--- config.mk ---
export PLATFORM = sky130hd
export DESIGN_NAME = biphase_rx_clock
export DESIGN_NICKNAME = d
export VERILOG_FILES = /design/src/biphase_rx_pkg.sv /design/src/clock_divider.sv /design/src/lock_detect.sv /design/src/biphase_rx_clock.sv
export VERILOG_INCLUDE_DIRS = /design/src
export SDC_FILE = /design/constraint.sdc
export NUM_CORES = 1
export LEC_CHECK = 0
export ABC_AREA = 1
export BUFFER_PORTS_ARGS = -buffer_cell sky130_fd_sc_hd__buf_2
export CELL_PAD_IN_SITES_DETAIL_PLACEMENT = 1
export CELL_PAD_IN_SITES_GLOBAL_PLACEMENT = 2
export CORE_UTILIZATION = 30
export CTS_BUF_LIST = sky130_fd_sc_hd__clkbuf_8 sky130_fd_sc_hd__clkbuf_16
export DETAILED_ROUTE_END_ITERATION = 6
export PLACE_DENSITY = 0.92
export SETUP_SLACK_MARGIN = 0.02
export SLEW_MARGIN = 20
export SYNTH_ARGS = -nofsm -noshare
export SYNTH_HDL_FRONTEND = slang
export SYNTH_SLANG_ARGS = --single-unit
--- constraint.sdc ---
create_clock -name aclk -period 2.9 [get_ports aclk]
set_input_delay 0.145 -clock aclk [delete_from_list [all_inputs] [get_ports aclk]]
set_output_delay 0.145 -clock aclk [all_outputs]
set_load 0.1 [all_outputs]
--- src/biphase_rx_regs.svh ---
// Constants and register map of the biphase receiver clock selection block.
`ifndef BIPHASE_RX_REGS_SVH
`define BIPHASE_RX_REGS_SVH

`define CLK_HZ 50000000
`define FS_MIN_HZ 28000
`define FS_MAX_HZ 108000
`define WORD_BITS 24
`define CAPTURE_PERMIL 125
`define RESET_MIN_NS 100
`define LOCK_MAX_MS 100
`define LOCK_CYC ((`LOCK_MAX_MS * (`CLK_HZ / 1000)) - 1)
`define RESET_MIN_CYC ((`RESET_MIN_NS * (`CLK_HZ / 1000000) + 999) / 1000)

`define REG_CTRL 12'h000
`define REG_STATUS 12'h004
`define REG_RATIO 12'h008
`define REG_SAMPLE 12'h00c
`define CTRL_SEL_BIT 0
`define CTRL_AUTO_BIT 1
`define CTRL_RESET 32'h0000_0000
`define RESP_OKAY 2'b00
`define RESP_SLVERR 2'b10
`define ERROR_IDLE 1'b1
`define BIT_CLK_POS 1
`define FRAME_CLK_POS 7
`define GAP_LIMIT 10'h3ff
`endif

--- src/biphase_rx_pkg.sv ---
// Types shared by the biphase receiver clock selection block.
package biphase_rx_pkg;
    typedef enum logic [3:0] {
        LK_IDLE = 4'b0001,
        LK_SEEK = 4'b0010,
        LK_WAIT = 4'b0100,
        LK_LOCK = 4'b1000
    } lock_state_t;

    typedef struct packed {
        logic bit_clk;
        logic frame_clk;
        logic sys_clk;
    } clock_set_t;

    typedef struct packed {
        logic [11:0] addr;
        logic [31:0] data;
    } reg_write_t;
endpackage

--- src/clock_divider.sv ---
// Divider that turns a source enable into system, bit and frame clock levels.
`timescale 1ns/1ps
`include "biphase_rx_regs.svh"
module clock_divider
    import biphase_rx_pkg::*;
(
    input wire logic aclk,
    input wire logic aresetn,
    input wire logic src_tick,
    input wire logic [1:0] ratio_sel,
    output clock_set_t clocks
);
    logic [10:0] cnt_ff;
    logic [1:0] sub_ff;
    logic [1:0] nxt_sub;
    logic sys_ff;

    // Each source tick is one system clock half period; the sub counter spaces
    // ratio steps so 64 fs bit clock stays fixed while the system ratio varies.
    always_comb
    begin
        nxt_sub = (sub_ff == ratio_sel) ? 2'h0 : sub_ff + 2'h1;
    end

    always_ff @(posedge aclk)
    begin
        if (!aresetn)
        begin
            sys_ff <= 1'b0;
            sub_ff <= 2'h0;
        end
        else if (src_tick)
        begin
            sys_ff <= ~sys_ff;
            sub_ff <= nxt_sub;
        end
    end

    always_ff @(posedge aclk)
    begin
        if (!aresetn)
            cnt_ff <= 11'h000;
        else if (src_tick && sub_ff == ratio_sel)
            cnt_ff <= cnt_ff + 11'h001;
    end

    // Bit clock spans two system periods per ratio step; frame is 64 bit periods.
    assign clocks = '{
        bit_clk: cnt_ff[`BIT_CLK_POS],
        frame_clk: cnt_ff[`FRAME_CLK_POS],
        sys_clk: sys_ff
    };
endmodule

--- src/lock_detect.sv ---
// Lock tracker that holds the error flag until the stream is locked.
`timescale 1ns/1ps
`include "biphase_rx_regs.svh"
module lock_detect
    import biphase_rx_pkg::*;
#(
    parameter logic [22:0] LOCK_CYCLES = 23'(`LOCK_CYC)
)
(
    input wire logic aclk,
    input wire logic aresetn,
    input wire logic stream_valid,
    input wire logic pll_locked,
    output logic error_flag,
    output lock_state_t state
);
    lock_state_t state_ff;
    lock_state_t nxt_state;
    logic [22:0] wait_ff;
    logic err_ff;

    always_comb
    begin
        nxt_state = state_ff;
        unique case (state_ff)
            LK_IDLE: nxt_state = LK_SEEK;
            LK_SEEK: if (stream_valid) nxt_state = LK_WAIT;
            LK_WAIT:
            begin
                if (!stream_valid)
                    nxt_state = LK_SEEK;
                else if (pll_locked)
                    nxt_state = LK_LOCK;
            end
            LK_LOCK: if (!stream_valid || !pll_locked) nxt_state = LK_SEEK;
            default: nxt_state = LK_IDLE;
        endcase
    end

    always_ff @(posedge aclk)
    begin
        if (!aresetn)
            state_ff <= LK_IDLE;
        else
            state_ff <= nxt_state;
    end

    // Counts cycles spent locked on a live stream while the error is still raised.
    always_ff @(posedge aclk)
    begin
        if (!aresetn || !(stream_valid && pll_locked && err_ff))
            wait_ff <= 23'h000000;
        else
            wait_ff <= wait_ff + 23'h000001;
    end

    // Release comes on the same edge that the state enters LK_LOCK, far inside the allowed window.
    always_ff @(posedge aclk)
    begin
        if (!aresetn)
            err_ff <= `ERROR_IDLE;
        else
            err_ff <= (nxt_state != LK_LOCK);
    end

    assign error_flag = err_ff;
    assign state = state_ff;

    a_err_locked: assert property (@(posedge aclk) disable iff (!aresetn)
        (state_ff == LK_LOCK && pll_locked && stream_valid) |=> !err_ff)
        else $error("error flag not released after lock");
    a_err_unlock: assert property (@(posedge aclk) disable iff (!aresetn)
        !pll_locked |=> err_ff)
        else $error("error flag low while unlocked");
    a_wait_bound: assert property (@(posedge aclk) disable iff (!aresetn)
        wait_ff <= LOCK_CYCLES)
        else $error("lock wait exceeded while locked");
endmodule

--- src/biphase_rx_clock.sv ---
// Clock source selection, reset output levels and AXI4-Lite control for the receiver.
//
// The register offsets and the AXI4-Lite slave port were decided locally.
`timescale 1ns/1ps
`include "biphase_rx_regs.svh"
module biphase_rx_clock
    import biphase_rx_pkg::*;
#(
    parameter logic [22:0] LOCK_CYCLES = 23'(`LOCK_CYC)
)
(
    input wire logic aclk,
    input wire logic aresetn,
    input wire logic biphase_in,
    input wire logic pll_locked,
    input wire logic pll_tick,
    input wire logic osc_clock_in,
    input wire logic osc_tick,
    input wire logic clock_source_sel,
    input wire logic [1:0] pll_ratio_sel,
    input wire logic [11:0] s_axi_awaddr,
    input wire logic s_axi_awvalid,
    output logic s_axi_awready,
    input wire logic [31:0] s_axi_wdata,
    input wire logic [3:0] s_axi_wstrb,
    input wire logic s_axi_wvalid,
    output logic s_axi_wready,
    output logic [1:0] s_axi_bresp,
    output logic s_axi_bvalid,
    input wire logic s_axi_bready,
    input wire logic [11:0] s_axi_araddr,
    input wire logic s_axi_arvalid,
    output logic s_axi_arready,
    output logic [31:0] s_axi_rdata,
    output logic [1:0] s_axi_rresp,
    output logic s_axi_rvalid,
    input wire logic s_axi_rready,
    output logic system_clock_out,
    output logic bit_clock_out,
    output logic frame_clock_out,
    output logic error_flag,
    output logic block_start_flag,
    output logic clock_change_pulse,
    output logic channel_status_out,
    output logic emphasis_flag,
    output logic rate_code_out0,
    output logic rate_code_out1,
    output logic user_bit_out,
    output logic osc_drive_out
);
    function automatic logic reg_hit(input logic [11:0] a, input logic [11:0] r);
        reg_hit = (a[11:2] == r[11:2]);
    endfunction

    logic [31:0] ctrl_ff;
    logic [11:0] aw_addr_ff;
    logic aw_have_ff;
    logic [31:0] w_data_ff;
    logic [3:0] w_strb_ff;
    logic w_have_ff;
    logic bvalid_ff;
    logic [1:0] bresp_ff;
    logic rvalid_ff;
    logic [31:0] rdata_ff;
    logic [1:0] rresp_ff;
    logic [31:0] nxt_rdata;
    logic [1:0] nxt_rresp;
    logic [31:0] nxt_ctrl;
    logic err_int;
    lock_state_t lk_state;
    logic stream_valid;
    logic bi_q_ff;
    logic [9:0] edge_gap_ff;
    logic use_osc;
    logic use_osc_ff;
    logic src_tick;
    clock_set_t div_clocks;
    logic sys_out_ff;
    logic bit_out_ff;
    logic frame_out_ff;
    logic err_out_ff;
    logic chg_ff;
    logic frame_prev_ff;
    logic blk_ff;
    logic [31:0] sample_cnt_ff;

    // Stream presence: a biphase edge must appear well inside a slow frame.
    always_ff @(posedge aclk)
    begin
        if (!aresetn)
        begin
            bi_q_ff <= 1'b0;
            edge_gap_ff <= `GAP_LIMIT;
        end
        else
        begin
            bi_q_ff <= biphase_in;
            if (bi_q_ff != biphase_in)
                edge_gap_ff <= 10'h000;
            else if (edge_gap_ff != `GAP_LIMIT)
                edge_gap_ff <= edge_gap_ff + 10'h001;
        end
    end
    assign stream_valid = (edge_gap_ff != `GAP_LIMIT);

    lock_detect #(
        .LOCK_CYCLES(LOCK_CYCLES)
    ) u_lock_detect (
        .aclk(aclk),
        .aresetn(aresetn),
        .stream_valid(stream_valid),
        .pll_locked(pll_locked),
        .error_flag(err_int),
        .state(lk_state)
    );

    // Only the select pin, the control select bit and the optional auto bit steer the source; there is
    // no oscillator enable, so tying the pin to error gives automatic mode.
    assign use_osc = ctrl_ff[`CTRL_AUTO_BIT] ? err_int :
                     (clock_source_sel | ctrl_ff[`CTRL_SEL_BIT]);
    // A halted oscillator gives no ticks, so output clocks stop in error periods in automatic mode.
    assign src_tick = use_osc ? (osc_tick & osc_clock_in) : pll_tick;

    clock_divider u_clock_divider (
        .aclk(aclk),
        .aresetn(aresetn),
        .src_tick(src_tick),
        .ratio_sel(pll_ratio_sel),
        .clocks(div_clocks)
    );

    // Switching is immediate; phase continuity is not kept across sources.
    always_ff @(posedge aclk)
    begin
        if (!aresetn)
        begin
            sys_out_ff <= 1'b0;
            bit_out_ff <= 1'b0;
            frame_out_ff <= 1'b0;
            err_out_ff <= `ERROR_IDLE;
        end
        else
        begin
            sys_out_ff <= div_clocks.sys_clk;
            bit_out_ff <= div_clocks.bit_clk;
            frame_out_ff <= div_clocks.frame_clk;
            err_out_ff <= err_int;
        end
    end

    always_ff @(posedge aclk)
    begin
        if (!aresetn)
        begin
            use_osc_ff <= 1'b0;
            chg_ff <= 1'b0;
            frame_prev_ff <= 1'b0;
            blk_ff <= 1'b0;
            sample_cnt_ff <= 32'h0000_0000;
        end
        else
        begin
            use_osc_ff <= use_osc;
            chg_ff <= (use_osc_ff != use_osc);
            frame_prev_ff <= div_clocks.frame_clk;
            blk_ff <= div_clocks.frame_clk & ~frame_prev_ff & ~err_int;
            if (div_clocks.frame_clk & ~frame_prev_ff)
                sample_cnt_ff <= sample_cnt_ff + 32'h0000_0001;
        end
    end

    always_comb
    begin
        nxt_ctrl = ctrl_ff;
        for (int i = 0; i < 4; i++)
            if (w_strb_ff[i])
                nxt_ctrl[i*8 +: 8] = w_data_ff[i*8 +: 8];
        nxt_ctrl[31:2] = 30'h0;
    end

    // Write channel: address and data may arrive in either order.
    always_ff @(posedge aclk)
    begin
        if (!aresetn)
        begin
            aw_have_ff <= 1'b0;
            w_have_ff <= 1'b0;
            aw_addr_ff <= 12'h000;
            w_data_ff <= 32'h0000_0000;
            w_strb_ff <= 4'h0;
            bvalid_ff <= 1'b0;
            bresp_ff <= `RESP_OKAY;
            ctrl_ff <= `CTRL_RESET;
        end
        else
        begin
            if (s_axi_awvalid && s_axi_awready)
            begin
                aw_have_ff <= 1'b1;
                aw_addr_ff <= s_axi_awaddr;
            end
            if (s_axi_wvalid && s_axi_wready)
            begin
                w_have_ff <= 1'b1;
                w_data_ff <= s_axi_wdata;
                w_strb_ff <= s_axi_wstrb;
            end
            if (aw_have_ff && w_have_ff && !bvalid_ff)
            begin
                aw_have_ff <= 1'b0;
                w_have_ff <= 1'b0;
                bvalid_ff <= 1'b1;
                if (reg_hit(aw_addr_ff, `REG_CTRL))
                begin
                    ctrl_ff <= nxt_ctrl;
                    bresp_ff <= `RESP_OKAY;
                end
                else
                    bresp_ff <= `RESP_SLVERR;
            end
            else if (bvalid_ff && s_axi_bready)
                bvalid_ff <= 1'b0;
        end
    end

    always_comb
    begin
        nxt_rresp = `RESP_OKAY;
        nxt_rdata = 32'h0000_0000;
        if (reg_hit(s_axi_araddr, `REG_CTRL))
            nxt_rdata = ctrl_ff;
        else if (reg_hit(s_axi_araddr, `REG_STATUS))
            nxt_rdata = {24'h0, lk_state, 1'b0, use_osc_ff, stream_valid, err_int};
        else if (reg_hit(s_axi_araddr, `REG_RATIO))
            nxt_rdata = {30'h0, pll_ratio_sel};
        else if (reg_hit(s_axi_araddr, `REG_SAMPLE))
            nxt_rdata = sample_cnt_ff;
        else
            nxt_rresp = `RESP_SLVERR;
    end

    always_ff @(posedge aclk)
    begin
        if (!aresetn)
        begin
            rvalid_ff <= 1'b0;
            rdata_ff <= 32'h0000_0000;
            rresp_ff <= `RESP_OKAY;
        end
        else if (s_axi_arvalid && s_axi_arready)
        begin
            rvalid_ff <= 1'b1;
            rdata_ff <= nxt_rdata;
            rresp_ff <= nxt_rresp;
        end
        else if (rvalid_ff && s_axi_rready)
            rvalid_ff <= 1'b0;
    end

    assign s_axi_awready = !aw_have_ff && !bvalid_ff;
    assign s_axi_wready = !w_have_ff && !bvalid_ff;
    assign s_axi_bvalid = bvalid_ff;
    assign s_axi_bresp = bresp_ff;
    assign s_axi_arready = !rvalid_ff;
    assign s_axi_rvalid = rvalid_ff;
    assign s_axi_rdata = rdata_ff;
    assign s_axi_rresp = rresp_ff;

    assign system_clock_out = sys_out_ff;
    assign bit_clock_out = bit_out_ff;
    assign frame_clock_out = frame_out_ff;
    assign error_flag = err_out_ff;
    assign block_start_flag = blk_ff;
    assign clock_change_pulse = chg_ff;
    assign channel_status_out = 1'b0;
    assign emphasis_flag = 1'b0;
    assign rate_code_out0 = 1'b0;
    assign rate_code_out1 = 1'b0;
    assign user_bit_out = 1'b0;
    // Oscillator amplifier always runs, in reset too.
    assign osc_drive_out = ~osc_clock_in;

    a_reset_low: assert property (@(posedge aclk)
        !aresetn |=> !sys_out_ff && !bit_out_ff && !frame_out_ff && !blk_ff)
        else $error("clock outputs not low after reset");
    a_reset_err: assert property (@(posedge aclk)
        !aresetn |=> err_out_ff)
        else $error("error flag not high after reset");
    a_sel_osc: assert property (@(posedge aclk) disable iff (!aresetn)
        (!ctrl_ff[`CTRL_AUTO_BIT] && clock_source_sel) |-> src_tick == (osc_tick & osc_clock_in))
        else $error("select high did not pick oscillator");
    a_sel_pll: assert property (@(posedge aclk) disable iff (!aresetn)
        (ctrl_ff == 32'h0 && !clock_source_sel) |-> src_tick == pll_tick)
        else $error("select low did not pick pll");
    a_auto_mode: assert property (@(posedge aclk) disable iff (!aresetn)
        (ctrl_ff[`CTRL_AUTO_BIT] && !err_int) |-> src_tick == pll_tick)
        else $error("auto mode not on pll without error");
    a_err_follow: assert property (@(posedge aclk) disable iff (!aresetn)
        $rose(err_int) |=> err_out_ff)
        else $error("error output lags");
    // The output stage lags the divider by one flop, so stability is checked one cycle on.
    a_no_osc: assert property (@(posedge aclk) disable iff (!aresetn)
        (use_osc && !osc_clock_in) |=> ##1 $stable(sys_out_ff))
        else $error("clock toggled without oscillator");
    a_sw_change: assert property (@(posedge aclk) disable iff (!aresetn)
        (use_osc_ff != use_osc) |=> chg_ff)
        else $error("source change not flagged");
endmodule

Yosys cells after proc, flatten, opt, wreduce, memory -nomap -nowiden
Cells that the tools add are included.
{ "classes": {"addsub": 4, "eq_ne": 12, "muxes": 23, "bitwise": 9, "reduce_logical": 24} }
{ "ops": {"columns": ["cell", "count"], "rows": [
  ["$mux W32", 4],
  ["$add A32 B1 Y32 const B", 1],
  ["$eq A10 B2 Y1 const B", 2],
  ["$logic_not A10 Y1", 2],
  ["$mux W10", 2],
  ["$mux W4", 4],
  ["$pmux W4 S4", 1],
  ["$mux W2", 6],
  ["$add A11 B1 Y11 const B", 1],
  ["$add A10 B1 Y10 const B", 1],
  ["$eq A10 B1 Y1 const B", 1],
  ["$logic_and A1 B1 Y1", 10],
  ["$ne A10 B10 Y1 const B", 1],
  ["$logic_not A1 Y1", 6],
  ["$mux W1", 6],
  ["$reduce_bool A2 Y1", 3],
  ["$not A1 Y1", 5],
  ["$eq A4 B1 Y1 const B", 1],
  ["$eq A4 B2 Y1 const B", 1],
  ["$eq A4 B3 Y1 const B", 1],
  ["$eq A4 B4 Y1 const B", 1],
  ["$ne A4 B4 Y1 const B", 1],
  ["$and A1 B1 Y1", 3],
  ["$reduce_and A3 Y1", 1],
  ["6 further kinds", 7]
]} }
{ "word_totals": {"regBits": 126, "inputBits": 75} }

Depth between registers and ports, before layout
Gate-level depths: netlist (run 1).
{ "depth": {"word_depth": 6, "depth_mapped": 11, "mapped_depth_nobuf": 11} }

Cells and area by module
A second synthesis (run 1) with hierarchy kept.
{ "unflattened": {"cells_unflattened": 815, "area_unflattened_um2": 5590.4} }
{ "modules_own_cells": {"columns": ["module", "n_inst", "cells_per_inst", "area_each_um2"], "rows": [
  ["biphase_rx_clock", 1, 682, 4707.0],
  ["clock_divider", 1, 88, 596.8],
  ["lock_detect", 1, 45, 286.5]
]} }

Worst setup path after synthesis (run 1)
OpenSTA, ideal clock, no wires.
{ "synth_path": {"path_type": "flip-flop to flip-flop", "startpoint": "reg bvalid_ff (netlist: s_axi_bvalid)", "endpoint": "reg aw_addr_ff[10]", "setup_time_ns": 0.116, "arrival_time_ns": 2.752, "required_ns": 2.784, "path_slack_ns": 0.032, "stages_incl_launch_ff": 6, "synth_period_minus_slack_ns": 2.868, "path_cell_list": "dfxtp_1 -> nor2_1 -> nand2_1 -> clkbuf_1 -> o21ai_0 -> nor2_1"} }
{ "synth_via": {"elab_chain_len": 3} }
{ "synth_rtl": {"columns": ["element", "line_no", "rtl"], "rows": [
  ["start: declaration", "biphase_rx_clock.sv:61", "logic bvalid_ff;"],
  ["start signal: assignment", "biphase_rx_clock.sv:191", "bvalid_ff <= 1'b0;"],
  ["start signal: assignment", "biphase_rx_clock.sv:212", "bvalid_ff <= 1'b1;"],
  ["start signal: assignment", "biphase_rx_clock.sv:222", "bvalid_ff <= 1'b0;"],
  ["$logic_not A1 Y1", "biphase_rx_clock.sv:260", "assign s_axi_awready = !aw_have_ff && !bvalid_ff;"],
  ["$logic_and A1 B1 Y1", "biphase_rx_clock.sv:260", null],
  ["net s_axi_awready", "biphase_rx_clock.sv:23", "output logic s_axi_awready,"],
  ["$logic_and A1 B1 Y1", "biphase_rx_clock.sv:197", "if (s_axi_awvalid && s_axi_awready)"],
  ["end signal: assignment", "biphase_rx_clock.sv:200", "aw_addr_ff <= s_axi_awaddr;"],
  ["end: declaration", "biphase_rx_clock.sv:56", "logic [11:0] aw_addr_ff;"]
]} }
The timed path passes the listed nets, and every way through them passes these cells.
A chain may end at the register's enable or synchronous reset.

Worst setup path in the final report (run 1)
{ "layout_path": {"startpoint": "reg u_lock_detect.err_ff (netlist: u_lock_detect.error_flag)", "endpoint": "reg u_clock_divider.cnt_ff[2]"} }
{ "layout_via": {"elab_chain_len": 3} }
{ "layout_rtl": {"columns": ["element", "line_no", "rtl"], "rows": [
  ["start: declaration", "lock_detect.sv:20", "logic err_ff;"],
  ["start signal: assignment", "lock_detect.sv:61", "err_ff <= `ERROR_IDLE;"],
  ["start signal: assignment", "lock_detect.sv:63", "err_ff <= (nxt_state != LK_LOCK);"],
  ["$mux W1", "biphase_rx_clock.sv:119", "assign use_osc = ctrl_ff[`CTRL_AUTO_BIT] ? err_int :"],
  ["$mux W1", "biphase_rx_clock.sv:122", "assign src_tick = use_osc ? (osc_tick & osc_clock_in) : pll_tick;"],
  ["$logic_and A1 B1 Y1", "clock_divider.sv:43", "else if (src_tick && sub_ff == ratio_sel)"],
  ["end signal: assignment", "clock_divider.sv:44", "cnt_ff <= cnt_ff + 11'h001;"],
  ["end: declaration", "clock_divider.sv:13", "logic [10:0] cnt_ff;"]
]} }
No other way between the ends.

==> summary.txt, run 1 <==
Finish
  • Commonest cells after routing, fill and taps aside: nand2_1 (239), nor2_1 (127), dfxtp_1 (119)
  • Fin nets: 997
  • Non-Filler Instances: 1161
  • Layout cell share with drive strength beyond 1: 0.1502
  • Diode count: 0
  • Commonest non-fill, non-tap cell in the layout: nand2_1
  • Finished Cell Area: 6912 µm²
  • Area Overhead vs Synth: 24.58%

Setup path
  • Worst setup EP type: register
  • Startpoint Class: register
  • Critical Path RT: 3.24 ns
  • Worst Path Arrival: 2.20 ns
  • Crit path max fanout: 11
  • Crit path kind: register to register

Route
  • Routed length on met1: 7.049 mm
  • First-pass iteration count of the detailed router: 4
  • DR vias: 5391
  • Routed WL: 14.54 mm
  • Highest metal used: met4
  • Met3 WL: 487 µm
  • Met2 Wirelength: 6.806 mm
  • Wire per inst: 12.52 µm
  • DRC Markers: 0
  • DRT iter0 DRCs: 177
  • Antenna viol nets, final: 0
  • Via density: 4.643

Placed design
  • Final HPWL DP: 10.59 mm
  • Gp weighted congestion: 0.8063
  • I/O Buffers: 83
  • Inst Count DP: 1117
  • Dpl cell area: 6155 µm²

Timing
  • Fin. Hold Viols: 0
  • Skew final: 0.006138 ns
  • Setup TNS: 0 ns
  • F_max: 0.5380 GHz
  • Part of the cycle the worst path needs: 0.6410
  • Final min period: 1.859 ns
  • Slew Viols, Final: 0
  • RSZ-0062 raised after global routing: no
  • Least-Margin Pin Slew: 0.5982 ns
  • Max transition margin: 0.6003
  • Setup Viol. Count Final: 0

Clock network
  • Worst-path clk slew: 0.05 ns
  • Post-CTS sizing: 0
  • CTS Buf Count: 17
  • Postcts setup bufs: 0
  • H-tree Lvls: 4
  • Clock Tree Root: clkbuf_16
  • Later-pin clock latency in the skew report: 0.42 ns
  • Max Buffers Root-to-Sink: 2
  • TritonCTS sink count: 119
  • CTS tree: done
  • Hold_buf cts: 12

Logic synthesis
  • Sequential share of the synthesized area: 0.4294
  • Yosys reg bits: 119
  • Number of flops mapped to enable cells by yosys: 0
  • Post-Syn Area: 5548 µm²
  • Synth Flop Type: dfxtp_1
  • Post-Synthesis Cells: 823
  • Yosys warning count: 0
  • Mean Syn Cell Area: 6.741 µm²
  • Post-synth ARST share: 0
  • Distinct cells, synth: 36

Floorplan
  • Die height: 138.0 µm
  • Die W: 138.0 µm
  • # rows: 49
  • Starting Density: 0.3078
  • Die area: 19040 µm²
  • Core ar.: 18020 µm²
  • Io pins: 128

Global routing
  • Pin count of the biggest net entering global routing: 57
  • Gr usage total: 0.1638
  • Total grt overflow: 0
  • Vias in the first global route: 5241
  • Initial antenna violation count: 0
  • First-pass GRT wire length: 24.41 mm

Flow run
  • Max-cap viol count: 0

Power
  • Worst vdd ir: 0.5101 mV
  • Leakage: 2.862 nW
  • Pwr Total: 0.004440 W
  • PD cells: 642.4 nW/µm²

Run status
  • Status: completed

Worst hold path
  • Hold Path Class: primary input to register
[power by group]
group / internal [W] / switching, W / leakage, nW / total (W)
registers: 0.00170 / 0.0000449 / 0.969 / 0.00175
logic: 0.000127 / 0.000327 / 1.57 / 0.000454
clock network: 0.00150 / 0.000735 / 0.322 / 0.00224
total: 0.00333 / 0.00111 / 2.86 / 0.00444
[final timing paths]
check             cells past startpoint                         to  slack (ns)                startpoint
setup reg to reg                      9  u_clock_divider.cnt_ff[2]        1.04  u_lock_detect.error_flag
hold reg to reg                       2           system_clock_out        0.44    u_clock_divider.sys_ff
setup / recovery                      9  u_clock_divider.cnt_ff[2]        1.04  u_lock_detect.error_flag
hold / removal                        4               s_axi_bvalid        0.02              s_axi_bready
[Yosys cell counts, types with 2 or more instances]
cell | count | area [µm²]
clkinv_1 | 2 | 7.510
a21oi_1 | 66 | 330.3
nor3_1 | 9 | 45.04
inv_1 | 70 | 262.8
nand3b_1 | 7 | 52.55
dfxtp_1 | 119 | 2382
nor2_2 | 4 | 25.02
nand2_1 | 239 | 897.1
ha_1 | 3 | 37.54
nor2_1 | 127 | 476.7
nor2_4 | 4 | 45.04
or2_2 | 5 | 31.28
nand4_1 | 9 | 56.30
o21ai_0 | 41 | 205.2
buf_6 | 3 | 33.78
buf_4 | 7 | 52.55
clkbuf_1 | 17 | 63.81
nand3_1 | 57 | 285.3
o21a_1 | 3 | 22.52
a31oi_1 | 2 | 12.51
buf_1 | 2 | 7.510
xor2_1 | 7 | 61.31
xnor2_1 | 6 | 52.55
or2_0 | 2 | 12.51
[metrics by stage]
| stage | setup WS (ns) | util | hold WS [ns] |
|---|---|---|---|
| 2_1_floorplan | 0.03175 | - | 0.2385 |
| 3_3_place_gp | 1.049 | 0.3415 | 0.3511 |
| 4_1_cts | 1.001 | 0.3835 | 0.0003268 |
| 3_5_place_dp | 1.026 | 0.3415 | 0.3607 |
| 5_1_grt | 0.8086 | 0.3835 | 0.04124 |
| 6_report | 1.041 | 0.3835 | 0.01718 |
[registers in the layout, indices dropped and copies added (netlist names), 2 cells and up]
signal / flops
s_axi_rdata: 32
sample_cnt_ff: 32
aw_addr_ff: 10
edge_gap_ff: 10
u_clock_divider.cnt_ff: 8
u_lock_detect.state: 4
ctrl_ff: 2
u_clock_divider.sub_ff: 2
w_data_ff: 2
[cells by family (layout without fill, tap and decap cells)]
family,count (synthesis),after routing,synth area share
DFF,119,119,0.4294
other,1,7,0.0006759
and+or+nand+nor,469,469,0.3566
xor gates and xnor gates,13,13,0.02052
AOI/OAI and AO/OA,115,115,0.1074
adders and majority gates,3,3,0.006767
buffers and inverters,103,206,0.07871
[metal layers]
layer | GRT usage | vias up
met5 | 0 | -
met4 | 0.06280 | 0
met3 | 0.03436 | 13
met2 | 0.2744 | 78
met1 | 0.2048 | 2505
li1 | - | 2795
[worst max-delay path: stages (launching register included)]
cell and delay (ns):
dfxtp_1 0.33, inv_1 0.12, nand2_1 0.10, nand2_1 0.20
nand2_1 0.07, nand2_1 0.17, nand2_1 0.29, inv_1 0.28
nand2_1 0.09, a21oi_1 0.12
[cell type report]
cell class | instances | area, µm²
multi-input cells | 607 | 2751
fillers | 2345 | 11110
inverters | 73 | 274.0
flip-flops and latches | 119 | 2382
well taps | 229 | 286.5
clock inverters | 8 | 115.1
clock buffers | 24 | 521.8
repair buffers | 101 | 580.6
No activity file was read; power rests on OpenSTA's default activity.
==> run 2, diff against run 1 <==
--- a/config.mk
+++ b/config.mk
@@ -10,10 +10,10 @@
 export BUFFER_PORTS_ARGS = -buffer_cell sky130_fd_sc_hd__buf_2
 export CELL_PAD_IN_SITES_DETAIL_PLACEMENT = 1
 export CELL_PAD_IN_SITES_GLOBAL_PLACEMENT = 2
-export CORE_UTILIZATION = 30
+export CORE_UTILIZATION = 26
 export CTS_BUF_LIST = sky130_fd_sc_hd__clkbuf_8 sky130_fd_sc_hd__clkbuf_16
 export DETAILED_ROUTE_END_ITERATION = 6
-export PLACE_DENSITY = 0.92
+export PLACE_DENSITY = 0.86
 export SETUP_SLACK_MARGIN = 0.02
 export SLEW_MARGIN = 20
 export SYNTH_ARGS = -nofsm -noshare
==> constraint.sdc (replaced) <==
create_clock -name aclk -period 1.7 [get_ports aclk]
set_input_delay 0.085 -clock aclk [delete_from_list [all_inputs] [get_ports aclk]]
set_output_delay 0.085 -clock aclk [all_outputs]
set_load 0.1 [all_outputs]
==> run 2 against run 1 <==
  * Power increased by 67%
  * Clock skew about the same
  * Clock power increased by 61%
  * Cell count increased by 7.1%
  * Sequential power increased by 70%
  * Combinational power increased by 83%
  * Core utilization decreased by 3.3 points
  * Worst hold slack improved by 0.021 ns
  * Count of clock-buffer cells in the layout decreased by 6
  * Final area increased by 6.2%
  * Via count increased by 2.8%
  * Critical endpoint is now s_axi_rdata[3]
  * Largest cell class unchanged
  * Highest routed layer unchanged
==> summary.txt, run 2 (synthesized netlist as in run 1, its figures left out) <==
Power
  • Leakage: 3.043 nW (+6.3%)
  • PD cells: 1012 nW/µm² (+58%)
  • Pwr Total: 0.007429 W (+67%)
  • Worst vdd ir: 0.5711 mV (+12%)

Finish
  • Commonest cells after routing, fill and taps aside: nand2_1 (233), nor2_1 (116), dfxtp_1 (114)
  • Diode count: 0 (unchanged)
  • Finished Cell Area: 7338 µm² (+6.2%)
  • Area Overhead vs Synth: 32.27%
  • Fin nets: 1033 (+3.6%)
  • Non-Filler Instances: 1243 (+7.1%)
  • Commonest non-fill, non-tap cell in the layout: nand2_1
  • Layout cell share with drive strength beyond 1: 0.2035 (+0.05330)

Setup path
  • Reg2reg path depth: 7 (-2)
  • Worst Path Arrival: 1.92 ns (-0.28 ns)
  • Startpoint Class: register
  • Slowest cell on crit path: nor2_2
  • Crit path max fanout: 12 (+1)
  • Worst setup EP type: register
  • CP Cell Sequence: clkinvlp_4 -> nand2_4 -> clkinv_4 -> nand2_4 -> nor2_2 -> nand2_1 -> a21oi_1
  • CP max stage delay: 0.54 ns (+0.21 ns)
  • Crit path kind: register to register
  • Critical Path RT: 2.05 ns (-1.19 ns)
  • CP most frequent cell: nand2_4

Flow run
  • Max-cap viol count: 0 (unchanged)

Floorplan
  • Die area: 21930 µm² (+15%)
  • Io pins: 128 (unchanged)
  • Die height: 148.1 µm (+7.3%)
  • Die W: 148.1 µm (+7.3%)
  • # rows: 53 (+8.2%)
  • Starting Density: 0.2647 (-0.04304)
  • Core ar.: 20960 µm² (+16%)

Timing
  • Fin. Hold Viols: 0 (unchanged)
  • F_max: 0.6372 GHz (+18%)
  • Setup TNS: 0 ns (unchanged)
  • RSZ-0062 raised after global routing: yes
  • Part of the cycle the worst path needs: 0.9232 (+0.2822)
  • Max transition margin: 0.5661 (-0.03415)
  • Final min period: 1.569 ns (-0.2894 ns)
  • Least-Margin Pin Slew: 0.6501 ns (+0.05194 ns)
  • Slew Viols, Final: 0 (unchanged)
  • Setup Viol. Count Final: 0 (unchanged)
  • Final setup margin: 0.1306 ns (-0.9106 ns)
  • Skew final: 0.006564 ns (+0.0004258 ns)

Worst hold path
  • Hold path depth: 3 (-1)
  • Hold Path Class: primary input to register

Route
  • Antenna viol nets, final: 0 (unchanged)
  • Routed WL: 15.76 mm (+8.4%)
  • DRT iter0 DRCs: 203 (+15%)
  • DR vias: 5540 (+2.8%)
  • DRC Markers: 0 (unchanged)
  • Via density: 4.457 (-4.0%)
  • First-pass iteration count of the detailed router: 4 (unchanged)
  • Wire per inst: 12.68 µm (+1.3%)

Placed design
  • Final HPWL DP: 11.22 mm (+6.0%)
  • I/O Buffers: 83 (unchanged)
  • Dpl ws: 0.03055 ns (-0.9950 ns)
  • Gp weighted congestion: 0.7792 (-3.4%)
  • Inst Count DP: 1189 (+6.4%)
  • Dpl cell area: 6467 µm² (+5.1%)

Global routing
  • Initial antenna violation count: 0 (unchanged)
  • First-pass GRT wire length: 26.07 mm (+6.8%)
  • Vias in the first global route: 5614 (+7.1%)
  • Gr usage total: 0.1481 (-0.01575)
  • Total grt overflow: 0 (unchanged)
  • Pin count of the biggest net entering global routing: 53 (-7.0%)

Clock network
  • CTS tree: done
  • Max Buffers Root-to-Sink: 2 (unchanged)
  • Clock Tree Root: clkbuf_16
  • TritonCTS sink count: 119 (unchanged)
  • CTS Buf Count: 17 (unchanged)
  • Later-pin clock latency in the skew report: 0.42 ns (about the same)
  • Worst-path clk slew: 0.06 ns (about the same)
  • H-tree Lvls: 4 (unchanged)

Run status
  • Status: completed
## run 2: cell types whose count changed in the layout (fill, tap and decap cells not counted), moves of 3 or more
cell	change
clkinvlp_4	+4
nand2_1	-6
nor2_4	+3
nand2_2	+4
clkbuf_8	-7
buf_4	+27
nor2_2	+9
dfxtp_1	-5
dfxtp_2	+3
nor2_1	-11
dlygate4sd3_1	+7
clkinv_4	+6
clkinv_2	-4
## run 2: through the flow
step	hold WS, ns	utilization
floorplan	0.1785	-
global placement	0.3141	0.3086
detailed placement	0.3225	0.3086
CTS	0.02577	0.3467
global route	0.05871	0.3502
finish	0.03828	0.3502
## run 2: per-layer routing
layer | share of wire | up-vias | GRT usage
met5 | 0 | - | 0
li1 | - | 2880 | -
met1 | 0.47 | 2553 | 0.1774
met2 | 0.48 | 86 | 0.2573
met4 | 0.015 | 0 | 0.04691
met3 | 0.040 | 21 | 0.03834
## run 2: final cells by class
cell class / count / area (µm²)
timing repair buffer: 136 / 873.3
fill: 2688 / 13620
clock buffer: 18 / 450.4
tap: 275 / 344.1
clock inverter: 14 / 150.1
inverter: 73 / 282.8
multi-input combinational: 608 / 2844
sequential: 119 / 2394
## run 2: worst max-delay path, delay by kind of cell, from the launching register on
| kind | cells | cell delay (ns) |
|---|---|---|
| AND/OR/NAND/NOR | 4 | 0.83 |
| flip-flops | 1 | 0.34 |
| buffers and inverters | 2 | 0.19 |
| AO/OA/AOI/OAI | 1 | 0.14 |
## run 2: path summary, 6_finish.rpt
| check | start | to | slack, ns |
|---|---|---|---|
| setup reg to reg | s_axi_rvalid | s_axi_rdata[3] | 0.13 |
| setup / recovery | s_axi_rvalid | s_axi_rdata[3] | 0.13 |
| hold reg to reg | u_clock_divider.sys_ff | system_clock_out | 0.44 |
| hold / removal | s_axi_wvalid | w_have_ff | 0.04 |
## run 2: power breakdown
group          leakage [nW]  switching [W]  internal (W)  total (W)
Clock                 0.289        0.00137       0.00225    0.00361
Sequential            0.972      0.0000816       0.00290    0.00298
Combinational          1.78       0.000576      0.000254   0.000831
## run 2: repair_timing
item,in CTS,in global routing
hold endpoints to repair,20,0
endpoints found under the setup margin,1,27
gates cloned,0,1
pin swaps,0,5
gates resized for setup,1,21
hold buffers,19,0
setup buffers,0,2
